<file path="config.mk">
export PLATFORM = sky130hd
export DESIGN_NAME = ecap_loader
export DESIGN_NICKNAME = d
export VERILOG_FILES = /design/src/ecap_pkg.sv /design/src/ecap_store.sv /design/src/ecap_wake_drv.sv /design/src/ecap_loader.sv
export VERILOG_INCLUDE_DIRS = /design/src
export SDC_FILE = /design/constraint.sdc
export NUM_CORES = 2
export LEC_CHECK = 0
export BUFFER_PORTS_ARGS = -buffer_cell sky130_fd_sc_hd__buf_2
export CELL_PAD_IN_SITES_DETAIL_PLACEMENT = 0
export CELL_PAD_IN_SITES_GLOBAL_PLACEMENT = 2
export CORE_MARGIN = 5
export CORE_UTILIZATION = 55
export CTS_BUF_LIST = sky130_fd_sc_hd__clkbuf_4
export DETAILED_ROUTE_END_ITERATION = 10
export PLACE_DENSITY_LB_ADDON = 0.05
export SLEW_MARGIN = 10
export SYNTH_ARGS = -nofsm -noshare
export SYNTH_HDL_FRONTEND = slang
export SYNTH_SLANG_ARGS = --single-unit
</file>
<file path="constraint.sdc">
create_clock -name CLK -period 9.2 [get_ports CLK]
set_input_delay 1.84 -clock CLK [delete_from_list [all_inputs] [get_ports CLK]]
set_output_delay 1.84 -clock CLK [all_outputs]
set_load 0.01 [all_outputs]
</file>
<file path="src/ecap_cfg.svh">
// Offsets, field positions, reset values and timing counts of the config autoload block.
`ifndef ECAP_CFG_SVH
`define ECAP_CFG_SVH
`define ECAP_SIG_VALUE 8'hA5
`define ECAP_SIG_ADDR 9'h000
`define ECAP_MAC_FIRST 9'h001
`define ECAP_MAC_LAST 9'h006
`define ECAP_FS_ADDR 9'h007
`define ECAP_HS_ADDR 9'h008
`define ECAP_FLAGS_ADDR 9'h009
`define ECAP_MAXPWR_ADDR 9'h00C
`define ECAP_WAKE_ADDR 9'h01D
`define ECAP_LAST_ADDR 9'h1FF
`define ECAP_DEF_MAC 48'hFFFFFFFFFFFF
`define ECAP_DEF_FS 8'h01
`define ECAP_DEF_HS 8'h04
`define ECAP_DEF_FLAGS 8'h04
`define ECAP_DEF_MAXPWR 8'hFA
`define ECAP_FLAG_POWER 0
`define ECAP_FLAG_RWAKE 2
`define ECAP_REG_ADDR_LOW 8'h00
`define ECAP_REG_ADDR_HIGH 8'h04
`define ECAP_REG_STATUS 8'h08
`define ECAP_REG_CTRL 8'h0C
`define ECAP_CTRL_SOFT 0
`define ECAP_CTRL_WAKE_CLR 1
`define ECAP_CLK_NS 50
`define ECAP_WAKE_SHORT_NS 1500000
`define ECAP_WAKE_LONG_NS 150000000
`define ECAP_WAKE_SHORT_CYC (`ECAP_WAKE_SHORT_NS / `ECAP_CLK_NS)
`define ECAP_WAKE_LONG_CYC (`ECAP_WAKE_LONG_NS / `ECAP_CLK_NS)
`endif

</file>
<file path="src/ecap_pkg.sv">
// Types shared by the config autoload block.
package ecap_pkg;
	// Loader states, one-hot.
	typedef enum logic [3:0] {
		ECAP_IDLE = 4'h1,
		ECAP_SIG = 4'h2,
		ECAP_DATA = 4'h4,
		ECAP_END = 4'h8
	} ecap_state_type;
	// Wake flag byte bits 7 down to 1, in that order.
	typedef struct packed {
		logic en;
		logic pulse;
		logic long_w;
		logic pol;
		logic push_pull;
		logic link_sel;
		logic pin_high;
	} ecap_wake_type;
	// Loaded configuration as seen by the USB and address logic.
	typedef struct packed {
		logic [47:0] mac;
		logic [7:0] fs_poll;
		logic [7:0] hs_poll;
		logic [7:0] flags;
		logic [7:0] max_power;
		logic [15:0] vendor_id;
		logic [15:0] product_id;
	} ecap_cfg_type;
endpackage

</file>
<file path="src/ecap_store.sv">
// The 512-byte image store filled by the loader and read by the USB control logic.
`timescale 1ns/1ps
module ecap_store (
	input wire logic clk,
	input wire logic rst_b,
	input wire logic wr_en,
	input wire logic [8:0] wr_addr,
	input wire logic [7:0] wr_data,
	input wire logic [8:0] rd_addr,
	output logic [7:0] rd_data
);
	// Flip-flop storage; contents are undefined until the first valid load.
	logic [7:0] mem_reg [512];

	// Write port, driven only by the loader.
	always_ff @(posedge clk)
	begin
		if (wr_en)
		begin
			mem_reg[wr_addr] <= wr_data;
		end
	end

	// Registered read port, one cycle of latency.
	always_ff @(posedge clk or negedge rst_b)
	begin
		if (!rst_b)
		begin
			rd_data <= 8'h00;
		end
		else
		begin
			rd_data <= mem_reg[rd_addr];
		end
	end
endmodule // ecap_store

</file>
<file path="src/ecap_wake_drv.sv">
// Wake output driver: level or pulse, polarity, buffer type and pin routing.
`timescale 1ns/1ps
`include "ecap_cfg.svh"
module ecap_wake_drv #(
	parameter int SHORT_CYC = 1,
	parameter int LONG_CYC = 1
)(
	input wire logic clk,
	input wire logic rst_b,
	input wire ecap_pkg::ecap_wake_type cfg,
	input wire logic evt,
	input wire logic clr,
	input wire logic ext_phy,
	output logic int_o,
	output logic int_oe_b,
	output logic ext_o,
	output logic ext_oe_b
);

	logic [21:0] cnt_reg; // Remaining pulse cycles.
	logic level_reg; // Latched level-mode wake.
	logic [21:0] width_w; // Chosen pulse width.
	logic start_w; // A new pulse begins.
	logic active_w; // Wake is being signalled.
	logic o_w; // Pin value.
	logic oe_b_w; // Pin enable, low drives.

	assign width_w = cfg.long_w ? 22'(LONG_CYC) : 22'(SHORT_CYC);
	// An event during a running pulse is absorbed rather than stretching it.
	assign start_w = evt & cfg.pulse & (cnt_reg == 22'h000000);
	assign active_w = cfg.en & (cfg.pulse ? (cnt_reg != 22'h000000) : level_reg);

	// Pulse counter.
	always_ff @(posedge clk or negedge rst_b)
	begin
		if (!rst_b)
		begin
			cnt_reg <= 22'h000000;
		end
		else if (start_w)
		begin
			cnt_reg <= width_w;
		end
		else if (cnt_reg != 22'h000000)
		begin
			cnt_reg <= cnt_reg - 22'h000001;
		end
	end

	// Level latch; a new event wins over a clear in the same cycle.
	always_ff @(posedge clk or negedge rst_b)
	begin
		if (!rst_b)
		begin
			level_reg <= 1'b0;
		end
		else
		begin
			level_reg <= (evt & ~cfg.pulse) | (level_reg & ~clr);
		end
	end

	// Pin value and enable from polarity and buffer type.
	always_comb
	begin
		if (!cfg.en)
		begin
			o_w = 1'b0; // Released pin.
			oe_b_w = 1'b1;
		end
		else if (cfg.push_pull)
		begin
			o_w = active_w ? cfg.pol : ~cfg.pol;
			oe_b_w = 1'b0;
		end
		else
		begin
			o_w = cfg.pol;
			oe_b_w = ~active_w;
		end
	end

	// Registered pins; only the pin of the chosen PHY mode is used.
	always_ff @(posedge clk or negedge rst_b)
	begin
		if (!rst_b)
		begin
			int_o <= 1'b0;
			int_oe_b <= 1'b1;
			ext_o <= 1'b0;
			ext_oe_b <= 1'b1;
		end
		else
		begin
			int_o <= ext_phy ? 1'b0 : o_w;
			int_oe_b <= ext_phy | oe_b_w;
			ext_o <= ext_phy ? o_w : 1'b0;
			ext_oe_b <= ~ext_phy | oe_b_w;
		end
	end
endmodule // ecap_wake_drv

</file>
<file path="src/ecap_loader.sv">
// EEPROM configuration autoload with store, station address registers and wake output.
`timescale 1ns/1ps
`include "ecap_cfg.svh"
// What this block does
// - Polarity flag sets wake output active level.
// - Buffer flag picks open or push-pull driver.
// - Open driver drives only the active level.
// - Source flag picks magic frame or link up; link up is ignored when the external PHY is selected.
// - Pin ten sense flag sets detection level.
// - Wake disabled means other wake flags ignored.
// - Byte zero 0xA5 marks a programmed EEPROM.
// - Blank EEPROM leaves built-in default values.
// - Straps adjust the default configuration flags.
// - Each listed reset starts an EEPROM load.
// - First read fetches signature at address zero.
// - USB bus reset reloads only station address.
// - Valid image is copied into 512-byte store.
// - USB control logic reads store on demand.
// - Bad signature ends load, defaults stay.
// - PHY held disconnected until a full load finishes.
// - Enable flag routes wake events to wake pin.
// - Mode flag picks level or pulse signalling.
// - Length flag picks 1.5 ms or 150 ms.
module ecap_loader #(
	parameter int WAKE_SHORT_CYC = `ECAP_WAKE_SHORT_CYC, // Short pulse in cycles.
	parameter int WAKE_LONG_CYC = `ECAP_WAKE_LONG_CYC, // Long pulse in cycles.
	parameter logic [15:0] VENDOR_ID_DEF = 16'h1111, // Arbitrary value.
	parameter logic [15:0] PRODUCT_ID_DEF = 16'h2222 // Arbitrary value.
)(
	input wire logic CLK,
	input wire logic RST_B,
	input wire logic CYC_I,
	input wire logic STB_I,
	input wire logic WE_I,
	input wire logic [7:0] ADR_I,
	input wire logic [3:0] SEL_I,
	input wire logic [31:0] DAT_I,
	output logic [31:0] DAT_O,
	output logic ACK_O,
	output logic EE_RD_REQ,
	output logic [8:0] EE_RD_ADDR,
	input wire logic EE_RD_ACK,
	input wire logic [7:0] EE_RD_DATA,
	input wire logic EXTERNAL_RESET_PIN_B,
	input wire logic USB_BUS_RESET,
	input wire logic POWER_METHOD_STRAP,
	input wire logic REMOTE_WAKE_STRAP,
	input wire logic [8:0] USB_CONTROL_LOGIC_RD_ADDR,
	output logic [7:0] USB_CONTROL_LOGIC_RD_DATA,
	output logic LOAD_DONE,
	output logic EEPROM_VALID,
	output logic PHY_DISCONNECT,
	output ecap_pkg::ecap_cfg_type LOADED_CFG,
	input wire logic PHY_CHOICE_PIN,
	input wire logic WAKE_PIN_TEN,
	input wire logic MAGIC_FRAME_EVT,
	input wire logic LINK_UP_EVT,
	output logic WAKE_OUT_INTERNAL_PHY_O,
	output logic WAKE_OUT_INTERNAL_PHY_OE_B,
	output logic WAKE_OUT_EXTERNAL_PHY_O,
	output logic WAKE_OUT_EXTERNAL_PHY_OE_B
);

	ecap_pkg::ecap_state_type state_reg; // Loader state.
	logic [8:0] addr_reg; // EEPROM byte being read.
	logic full_reg; // Current load is a full load.
	logic ack_d_reg; // Byte handshake seen last cycle.
	logic full_pend_reg; // A full load is owed.
	logic mac_pend_reg; // An address-only load is owed.
	logic load_done_reg; // No load running.
	logic phy_disc_reg; // USB PHY held off.
	logic valid_reg; // Last full load saw the signature.
	ecap_pkg::ecap_cfg_type cfg_reg; // Loaded configuration.
	ecap_pkg::ecap_wake_type wake_reg; // Captured wake flags.
	logic wb_ack_reg; // Bus acknowledge.
	logic [31:0] wb_dat_reg; // Bus read data.
	logic [31:0] rd_mux_w; // Read data selection.
	logic wb_req_w; // Request accepted this cycle.
	logic wb_wr_w; // Write commits this cycle.
	logic soft_cmd_w; // Software reset command.
	logic wake_clr_w; // Software clears a level wake.
	logic start_full_w; // Full load begins.
	logic start_any_w; // Some load begins.
	logic sig_ack_w; // Signature byte arrives.
	logic data_ack_w; // Data byte arrives.
	logic sig_ok_w; // Signature matches.
	logic [8:0] last_w; // Last byte of this load.
	logic [2:0] mac_lane_w; // Address byte lane.
	logic store_we_w; // Store write.
	logic wake_lvl_w; // Combined wake condition.
	logic wake_lvl_reg; // Previous wake condition.

	// True when a bus address selects the given register.
	function automatic logic hit(input logic [7:0] adr, input logic [7:0] reg_off);
		hit = (adr == reg_off);
	endfunction

	assign start_full_w = (state_reg == ecap_pkg::ECAP_IDLE) & full_pend_reg;
	assign start_any_w = (state_reg == ecap_pkg::ECAP_IDLE) & (full_pend_reg | mac_pend_reg);
	assign sig_ack_w = (state_reg == ecap_pkg::ECAP_SIG) & EE_RD_ACK;
	assign data_ack_w = (state_reg == ecap_pkg::ECAP_DATA) & EE_RD_ACK;
	assign sig_ok_w = (EE_RD_DATA == `ECAP_SIG_VALUE);
	// Bus reset loads stop after the address bytes.
	assign last_w = full_reg ? `ECAP_LAST_ADDR : `ECAP_MAC_LAST;
	assign mac_lane_w = 3'(addr_reg - `ECAP_MAC_FIRST);

	// The request drops for one cycle after each byte so every byte is a fresh handshake.
	assign EE_RD_REQ = ((state_reg == ecap_pkg::ECAP_SIG) | (state_reg == ecap_pkg::ECAP_DATA)) & ~ack_d_reg;
	assign EE_RD_ADDR = addr_reg;

	// Loader sequence: signature first, then the remaining bytes.
	always_ff @(posedge CLK or negedge RST_B)
	begin
		if (!RST_B)
		begin
			state_reg <= ecap_pkg::ECAP_IDLE;
			addr_reg <= 9'h000;
			full_reg <= 1'b1;
			ack_d_reg <= 1'b0;
		end
		else
		begin
			ack_d_reg <= EE_RD_ACK & ~ack_d_reg;
			unique case (state_reg)
				ecap_pkg::ECAP_IDLE:
				begin
					// Full loads take priority; they also refresh the address.
					if (start_any_w)
					begin
						state_reg <= ecap_pkg::ECAP_SIG;
						addr_reg <= `ECAP_SIG_ADDR;
						full_reg <= full_pend_reg;
					end
				end
				ecap_pkg::ECAP_SIG:
				begin
					if (EE_RD_ACK && sig_ok_w)
					begin
						state_reg <= ecap_pkg::ECAP_DATA;
						addr_reg <= `ECAP_MAC_FIRST;
					end
					else if (EE_RD_ACK)
					begin
						state_reg <= ecap_pkg::ECAP_END;
					end
				end
				ecap_pkg::ECAP_DATA:
				begin
					if (EE_RD_ACK && addr_reg == last_w)
					begin
						state_reg <= ecap_pkg::ECAP_END;
					end
					else if (EE_RD_ACK)
					begin
						addr_reg <= addr_reg + 9'h001;
					end
				end
				ecap_pkg::ECAP_END:
				begin
					state_reg <= ecap_pkg::ECAP_IDLE;
				end
				default:
				begin
					state_reg <= ecap_pkg::ECAP_IDLE;
				end
			endcase
		end
	end

	// Load triggers. Power-on and the reset input leave a full load owed, and a new
	// trigger in the cycle its load starts is kept for another load.
	always_ff @(posedge CLK or negedge RST_B)
	begin
		if (!RST_B)
		begin
			full_pend_reg <= 1'b1;
			mac_pend_reg <= 1'b0;
		end
		else
		begin
			full_pend_reg <= ~EXTERNAL_RESET_PIN_B | soft_cmd_w | (full_pend_reg & ~start_full_w);
			mac_pend_reg <= USB_BUS_RESET | (mac_pend_reg & ~start_any_w);
		end
	end

	// Completion and attach gating.
	always_ff @(posedge CLK or negedge RST_B)
	begin
		if (!RST_B)
		begin
			load_done_reg <= 1'b0;
			phy_disc_reg <= 1'b1;
		end
		else if (start_any_w)
		begin
			load_done_reg <= 1'b0;
			phy_disc_reg <= phy_disc_reg | full_pend_reg;
		end
		else if (state_reg == ecap_pkg::ECAP_END)
		begin
			load_done_reg <= 1'b1;
			phy_disc_reg <= 1'b0;
		end
	end

	// Configuration: defaults at each full load, then overwritten by a valid image.
	always_ff @(posedge CLK or negedge RST_B)
	begin
		if (!RST_B)
		begin
			cfg_reg <= {`ECAP_DEF_MAC, `ECAP_DEF_FS, `ECAP_DEF_HS, `ECAP_DEF_FLAGS,
				`ECAP_DEF_MAXPWR, VENDOR_ID_DEF, PRODUCT_ID_DEF};
			wake_reg <= '0;
			valid_reg <= 1'b0;
		end
		else
		begin
			// Driver writes, used when no image supplied an address.
			if (wb_wr_w && hit(ADR_I, `ECAP_REG_ADDR_LOW))
			begin
				for (int i = 0; i < 4; i++)
				begin
					if (SEL_I[i])
					begin
						cfg_reg.mac[8 * i +: 8] <= DAT_I[8 * i +: 8];
					end
				end
			end
			if (wb_wr_w && hit(ADR_I, `ECAP_REG_ADDR_HIGH) && SEL_I[0])
			begin
				cfg_reg.mac[39:32] <= DAT_I[7:0];
			end
			if (wb_wr_w && hit(ADR_I, `ECAP_REG_ADDR_HIGH) && SEL_I[1])
			begin
				cfg_reg.mac[47:40] <= DAT_I[15:8];
			end
			if (start_full_w)
			begin
				cfg_reg.mac <= `ECAP_DEF_MAC;
				cfg_reg.fs_poll <= `ECAP_DEF_FS;
				cfg_reg.hs_poll <= `ECAP_DEF_HS;
				cfg_reg.max_power <= `ECAP_DEF_MAXPWR;
				cfg_reg.vendor_id <= VENDOR_ID_DEF;
				cfg_reg.product_id <= PRODUCT_ID_DEF;
				// Straps are caught here, after reset release, not under the reset.
				cfg_reg.flags <= `ECAP_DEF_FLAGS;
				cfg_reg.flags[`ECAP_FLAG_POWER] <= POWER_METHOD_STRAP;
				cfg_reg.flags[`ECAP_FLAG_RWAKE] <= REMOTE_WAKE_STRAP;
				wake_reg <= '0;
				valid_reg <= 1'b0;
			end
			if (sig_ack_w && full_reg)
			begin
				valid_reg <= sig_ok_w;
			end
			if (data_ack_w && addr_reg <= `ECAP_MAC_LAST)
			begin
				cfg_reg.mac[{mac_lane_w, 3'b000} +: 8] <= EE_RD_DATA;
			end
			if (data_ack_w && full_reg)
			begin
				case (addr_reg)
					`ECAP_FS_ADDR: cfg_reg.fs_poll <= EE_RD_DATA;
					`ECAP_HS_ADDR: cfg_reg.hs_poll <= EE_RD_DATA;
					`ECAP_FLAGS_ADDR: cfg_reg.flags <= EE_RD_DATA;
					`ECAP_MAXPWR_ADDR: cfg_reg.max_power <= EE_RD_DATA;
					`ECAP_WAKE_ADDR: wake_reg <= ecap_pkg::ecap_wake_type'(EE_RD_DATA[7:1]);
					default: ;
				endcase
			end
		end
	end

	assign LOADED_CFG = cfg_reg;
	assign EEPROM_VALID = valid_reg;
	assign LOAD_DONE = load_done_reg;
	assign PHY_DISCONNECT = phy_disc_reg;

	// The signature byte and all bytes after it go into the store on a full load whose signature matches.
	assign store_we_w = full_reg & (data_ack_w | (sig_ack_w & sig_ok_w));

	ecap_store u_store (
		.clk(CLK),
		.rst_b(RST_B),
		.wr_en(store_we_w),
		.wr_addr(addr_reg),
		.wr_data(EE_RD_DATA),
		.rd_addr(USB_CONTROL_LOGIC_RD_ADDR),
		.rd_data(USB_CONTROL_LOGIC_RD_DATA)
	);

	// Bus slave. Requests wait while a load runs so software never sees half-loaded state.
	// A load that starts at the same edge also refuses the request, so no write lands inside a load.
	assign wb_req_w = CYC_I & STB_I & ~wb_ack_reg & load_done_reg & ~start_any_w;
	assign wb_wr_w = CYC_I & STB_I & WE_I & wb_ack_reg;
	assign soft_cmd_w = wb_wr_w & hit(ADR_I, `ECAP_REG_CTRL) & SEL_I[0] & DAT_I[`ECAP_CTRL_SOFT];
	assign wake_clr_w = wb_wr_w & hit(ADR_I, `ECAP_REG_CTRL) & SEL_I[0] & DAT_I[`ECAP_CTRL_WAKE_CLR];

	// Read selection; unmapped offsets read zero.
	always_comb
	begin
		rd_mux_w = 32'h00000000;
		if (hit(ADR_I, `ECAP_REG_ADDR_LOW))
		begin
			rd_mux_w = cfg_reg.mac[31:0];
		end
		else if (hit(ADR_I, `ECAP_REG_ADDR_HIGH))
		begin
			rd_mux_w = {16'h0000, cfg_reg.mac[47:32]};
		end
		else if (hit(ADR_I, `ECAP_REG_STATUS))
		begin
			rd_mux_w = {16'h0000, wake_reg, 1'b0, 4'h0, phy_disc_reg,
				~load_done_reg, valid_reg, load_done_reg};
		end
	end

	// Registered acknowledge, one cycle after the request is taken.
	always_ff @(posedge CLK or negedge RST_B)
	begin
		if (!RST_B)
		begin
			wb_ack_reg <= 1'b0;
			wb_dat_reg <= 32'h00000000;
		end
		else
		begin
			wb_ack_reg <= wb_req_w;
			if (wb_req_w && !WE_I)
			begin
				wb_dat_reg <= rd_mux_w;
			end
		end
	end

	assign ACK_O = wb_ack_reg;
	assign DAT_O = wb_dat_reg;

	// Wake condition: pin ten at its sense level, or the chosen network source.
	// Link up is not a source when the external PHY is selected.
	assign wake_lvl_w = wake_reg.en & ((WAKE_PIN_TEN == wake_reg.pin_high)
		| (wake_reg.link_sel ? (LINK_UP_EVT & ~PHY_CHOICE_PIN) : MAGIC_FRAME_EVT));

	// Edge of the wake condition, so a held pin gives one event.
	always_ff @(posedge CLK or negedge RST_B)
	begin
		if (!RST_B)
		begin
			wake_lvl_reg <= 1'b0;
		end
		else
		begin
			wake_lvl_reg <= wake_lvl_w;
		end
	end

	ecap_wake_drv #(
		.SHORT_CYC(WAKE_SHORT_CYC),
		.LONG_CYC(WAKE_LONG_CYC)
	) u_wake (
		.clk(CLK),
		.rst_b(RST_B),
		.cfg(wake_reg),
		.evt(wake_lvl_w & ~wake_lvl_reg),
		.clr(wake_clr_w),
		.ext_phy(PHY_CHOICE_PIN),
		.int_o(WAKE_OUT_INTERNAL_PHY_O),
		.int_oe_b(WAKE_OUT_INTERNAL_PHY_OE_B),
		.ext_o(WAKE_OUT_EXTERNAL_PHY_O),
		.ext_oe_b(WAKE_OUT_EXTERNAL_PHY_OE_B)
	);
endmodule // ecap_loader

</file>
==> impl_metrics.ini <==
[run_status]
status = complete, no violations

[floorplanning]
io_pins = 245
dieHeight_um = 566
initial_utilization_pct = 55.1
dieArea_mm2 = 0.320
core.rowCount = 204
die_w_um = 566
coreArea_mm2 = 0.308

[clocking]
clk-insertion-delay-late_ps = 1660
cts.path.max_buffers = 5
cts_tree = done
clkTransAtPathRegs_ps = 60
clockRootBuffer = clkbuf_4
hold_buffers = 0
numCtsBuffers = 1159
cts_sinks = 4272
cts_setup_buffers = 0
cts_max_level = 7
cts_resized = 0

[pwr]
peakVddDrop_uv = 149
power.switching_mw = 9.16
power_frac_comb_pct = 5.5
power.density_mw_per_mm2 = 210
intPower_mw = 30.4
p_seq_share_pct = 54.1
clockPowerShare_pct = 40.4
total_power_mw = 39.6
p_leak_nw = 62.3
switching_share_pct = 23.2

[place]
gp_congestion = 0.917
hpwl_um = 297000
port_buffers = 212

[hold_path]
hp-class = in2async

[global_routing]
grt_max_degree = 174
grt_use_total_pct = 30.4
grt_overflow = 0
grt_pass1_vias = 95175
antenna_found_initial = 37
grt_pass1_wl_um = 687000

[timing]
hold_viol = 0
finClkSkew_ps = 133
fmax_ghz = 0.184
worstMarginPinSlew_ps = 1360
finalCriticalPeriod_ps = 5450
drv_slew = 0
rsz0062_at_grt = no
fin_tns_setup_ps = 0
setup_viol = 0
relSlewSlack_pct = 9.38
timing.final.crit_share_pct = 59.2

[drt]
ant_nets = 0
vias = 94507
wire_per_inst_um = 32.5
drcViolationCount = 0
wl_met2_um = 232000
highest_layer = met5
drt_first_iter_violations = 11118
first_pass_iters = 6
drt-met1-wl_um = 194000
viasPerCell = 6.35
wl_met3_um = 43600
drt_wl_total_um = 484000

[yosys]
netlist_area_mm2 = 0.170
yosys_warnings = 0
synth_seq_area_share_pct = 75.1
synth-main-ff-cell = edfxtp_1
async_flop_share_pct = 4.12
synth_edf_count = 4096
synth_cell_types = 83
synth_area_per_cell_um2 = 18.8
synthCells = 9024
synth_seq_cells = 4272

[final_layout]
mostFrequentLayoutCells = 4096 x edfxtp_1, 1597 x clkbuf_4, 730 x mux2i_1, 657 x nor2_1, 644 x mux4_2
final_util_pct = 61.0
n_fill_cell = 22822
drive_gt1_share_pct = 26.8
seq_area_mm2 = 0.127
multiInputGateArea_mm2 = 0.0386
layout_commonest_cell = edfxtp_1
area_delta_synth_final_pct = 10.7
largest_reg_flops = 4096
nNetsFinal = 10105

[setup_path]
cp-startpoint = USB_CONTROL_LOGIC_RD_ADDR[1]
cp_slowest_stage_delay_ps = 1190
required_ps = 10700
end_kind = flip-flop
critPathMaxFanout = 102
worstSetupStartpointType = input port
crit_path_cell_trace = buf_8 > buf_12 > buf_12 > nor2b_1 > a221oi_1 > o21ai_0 > o21ai_0 > nor4_1 > o2111ai_2 > a31oi_1
critPathArrivalTime_ps = 6940
critPathSlowestCell = nor2b_1
r2r-start = state_reg[3]$_DFFE_PN0P_
crit_family = compound AO/OA/AOI/OAI gates
path_buf_inv = 3
critPathKind = in2reg

[run]
cap_violations = 0
kinds of logic after synthesis:
| kind of cell | share of synthesized area, % |
|---|---|
| other | 0.00442 |
| adders and majority gates | 0.0737 |
| DFF | 75.1 |
| AOI/OAI and AO/OA | 4.34 |
| buffers and inverters | 2.39 |
| and+or+nand+nor | 4.12 |
| xor gates and xnor gates | 0.0774 |
| muxes | 13.9 |
metrics by stage:
stage	instances	cell area (µm²)	hold WS (ps)	worst slack (ps)
after global routing	14877	188000	87.1	3860
after detailed placement	12979	174000	412	2100
after global placement	12978	174000	413	2180
final	14890	188000	211	3750
after floorplan	9054	170000	397	4890
after CTS	14870	188000	63.6	3930
final timing paths:
path                                                endpoint  slack (ps)  cells past startpoint
max reg2reg                u_store.mem_reg[458][4]$_DFFE_PP_        4760                      8
min reg2reg                              ack_d_reg$_DFF_PN0_         420                      1
min in group CLK                     full_pend_reg$_DFF_PN1_         370                      2
max in group asynchronous       u_store.rd_data[1]$_DFF_PN0_        7470                      2
min                                     DAT_O[1]$_DFFE_PN0P_         210                      1
max                             u_store.rd_data[3]$_DFF_PN0_        3750                     10
synthesized netlist by cell type, drive strengths merged (31+ instances only):
| cell type | number | area (µm²) |
|---|---|---|
| o31ai | 37 | 278 |
| mux4 | 699 | 15900 |
| a31oi | 54 | 338 |
| or3 | 42 | 263 |
| edfxtp | 4096 | 123000 |
| buf | 327 | 2900 |
| o22ai | 209 | 1310 |
| nor4 | 51 | 319 |
| a21oi | 214 | 1070 |
| a22oi | 36 | 270 |
| o221ai | 228 | 2000 |
| mux2i | 730 | 7310 |
| nand3 | 87 | 435 |
| dfrtp | 113 | 2830 |
| nor2 | 658 | 2470 |
| nand2 | 321 | 1200 |
| dfstp | 63 | 1660 |
| mux2 | 32 | 360 |
| o21ai | 144 | 721 |
| a211oi | 31 | 233 |
| clkbuf | 278 | 1050 |
| nor3 | 236 | 1180 |
power by group through the flow:
stage,registers (mW),logic (mW),clock network [mW]
5_1_grt,21.4,2.29,17.4
4_1_cts,21.4,2.19,16.3
3_5_place_dp,21.8,2.19,0
3_3_place_gp,21.8,2.16,0
6_report,21.4,2.19,16.0
2_1_floorplan,21.8,1.19,0
worst reg2reg max path, stage by stage (launching register included):
cell and delay (ps):
dfrtp_1 420, nor4b_1 260, buf_4 210, nand2_1 220
a21oi_4 460, buf_4 370, nand3_4 790, buf_4 640
nor2_1 650
layer usage:
| layer | track usage (%) | vias to the layer above |
|---|---|---|
| met5 | 0 | - |
| met4 | 10.8 | 8 |
| met3 | 7.36 | 752 |
| met2 | 47.3 | 5085 |
| met1 | 42.8 | 49101 |
| li1 | - | 39561 |
area by class of cell:
type	instances	share of cell area, %
sequential	4272	67.8
multi-input combinational	4154	20.6
clock buffer	1597	6.38
tap	4120	2.74
timing repair buffer	412	1.61
clock inverter	294	0.839
inverter	21	0.0486
antenna	20	0.0266
(Power assumes the default switching activity.)
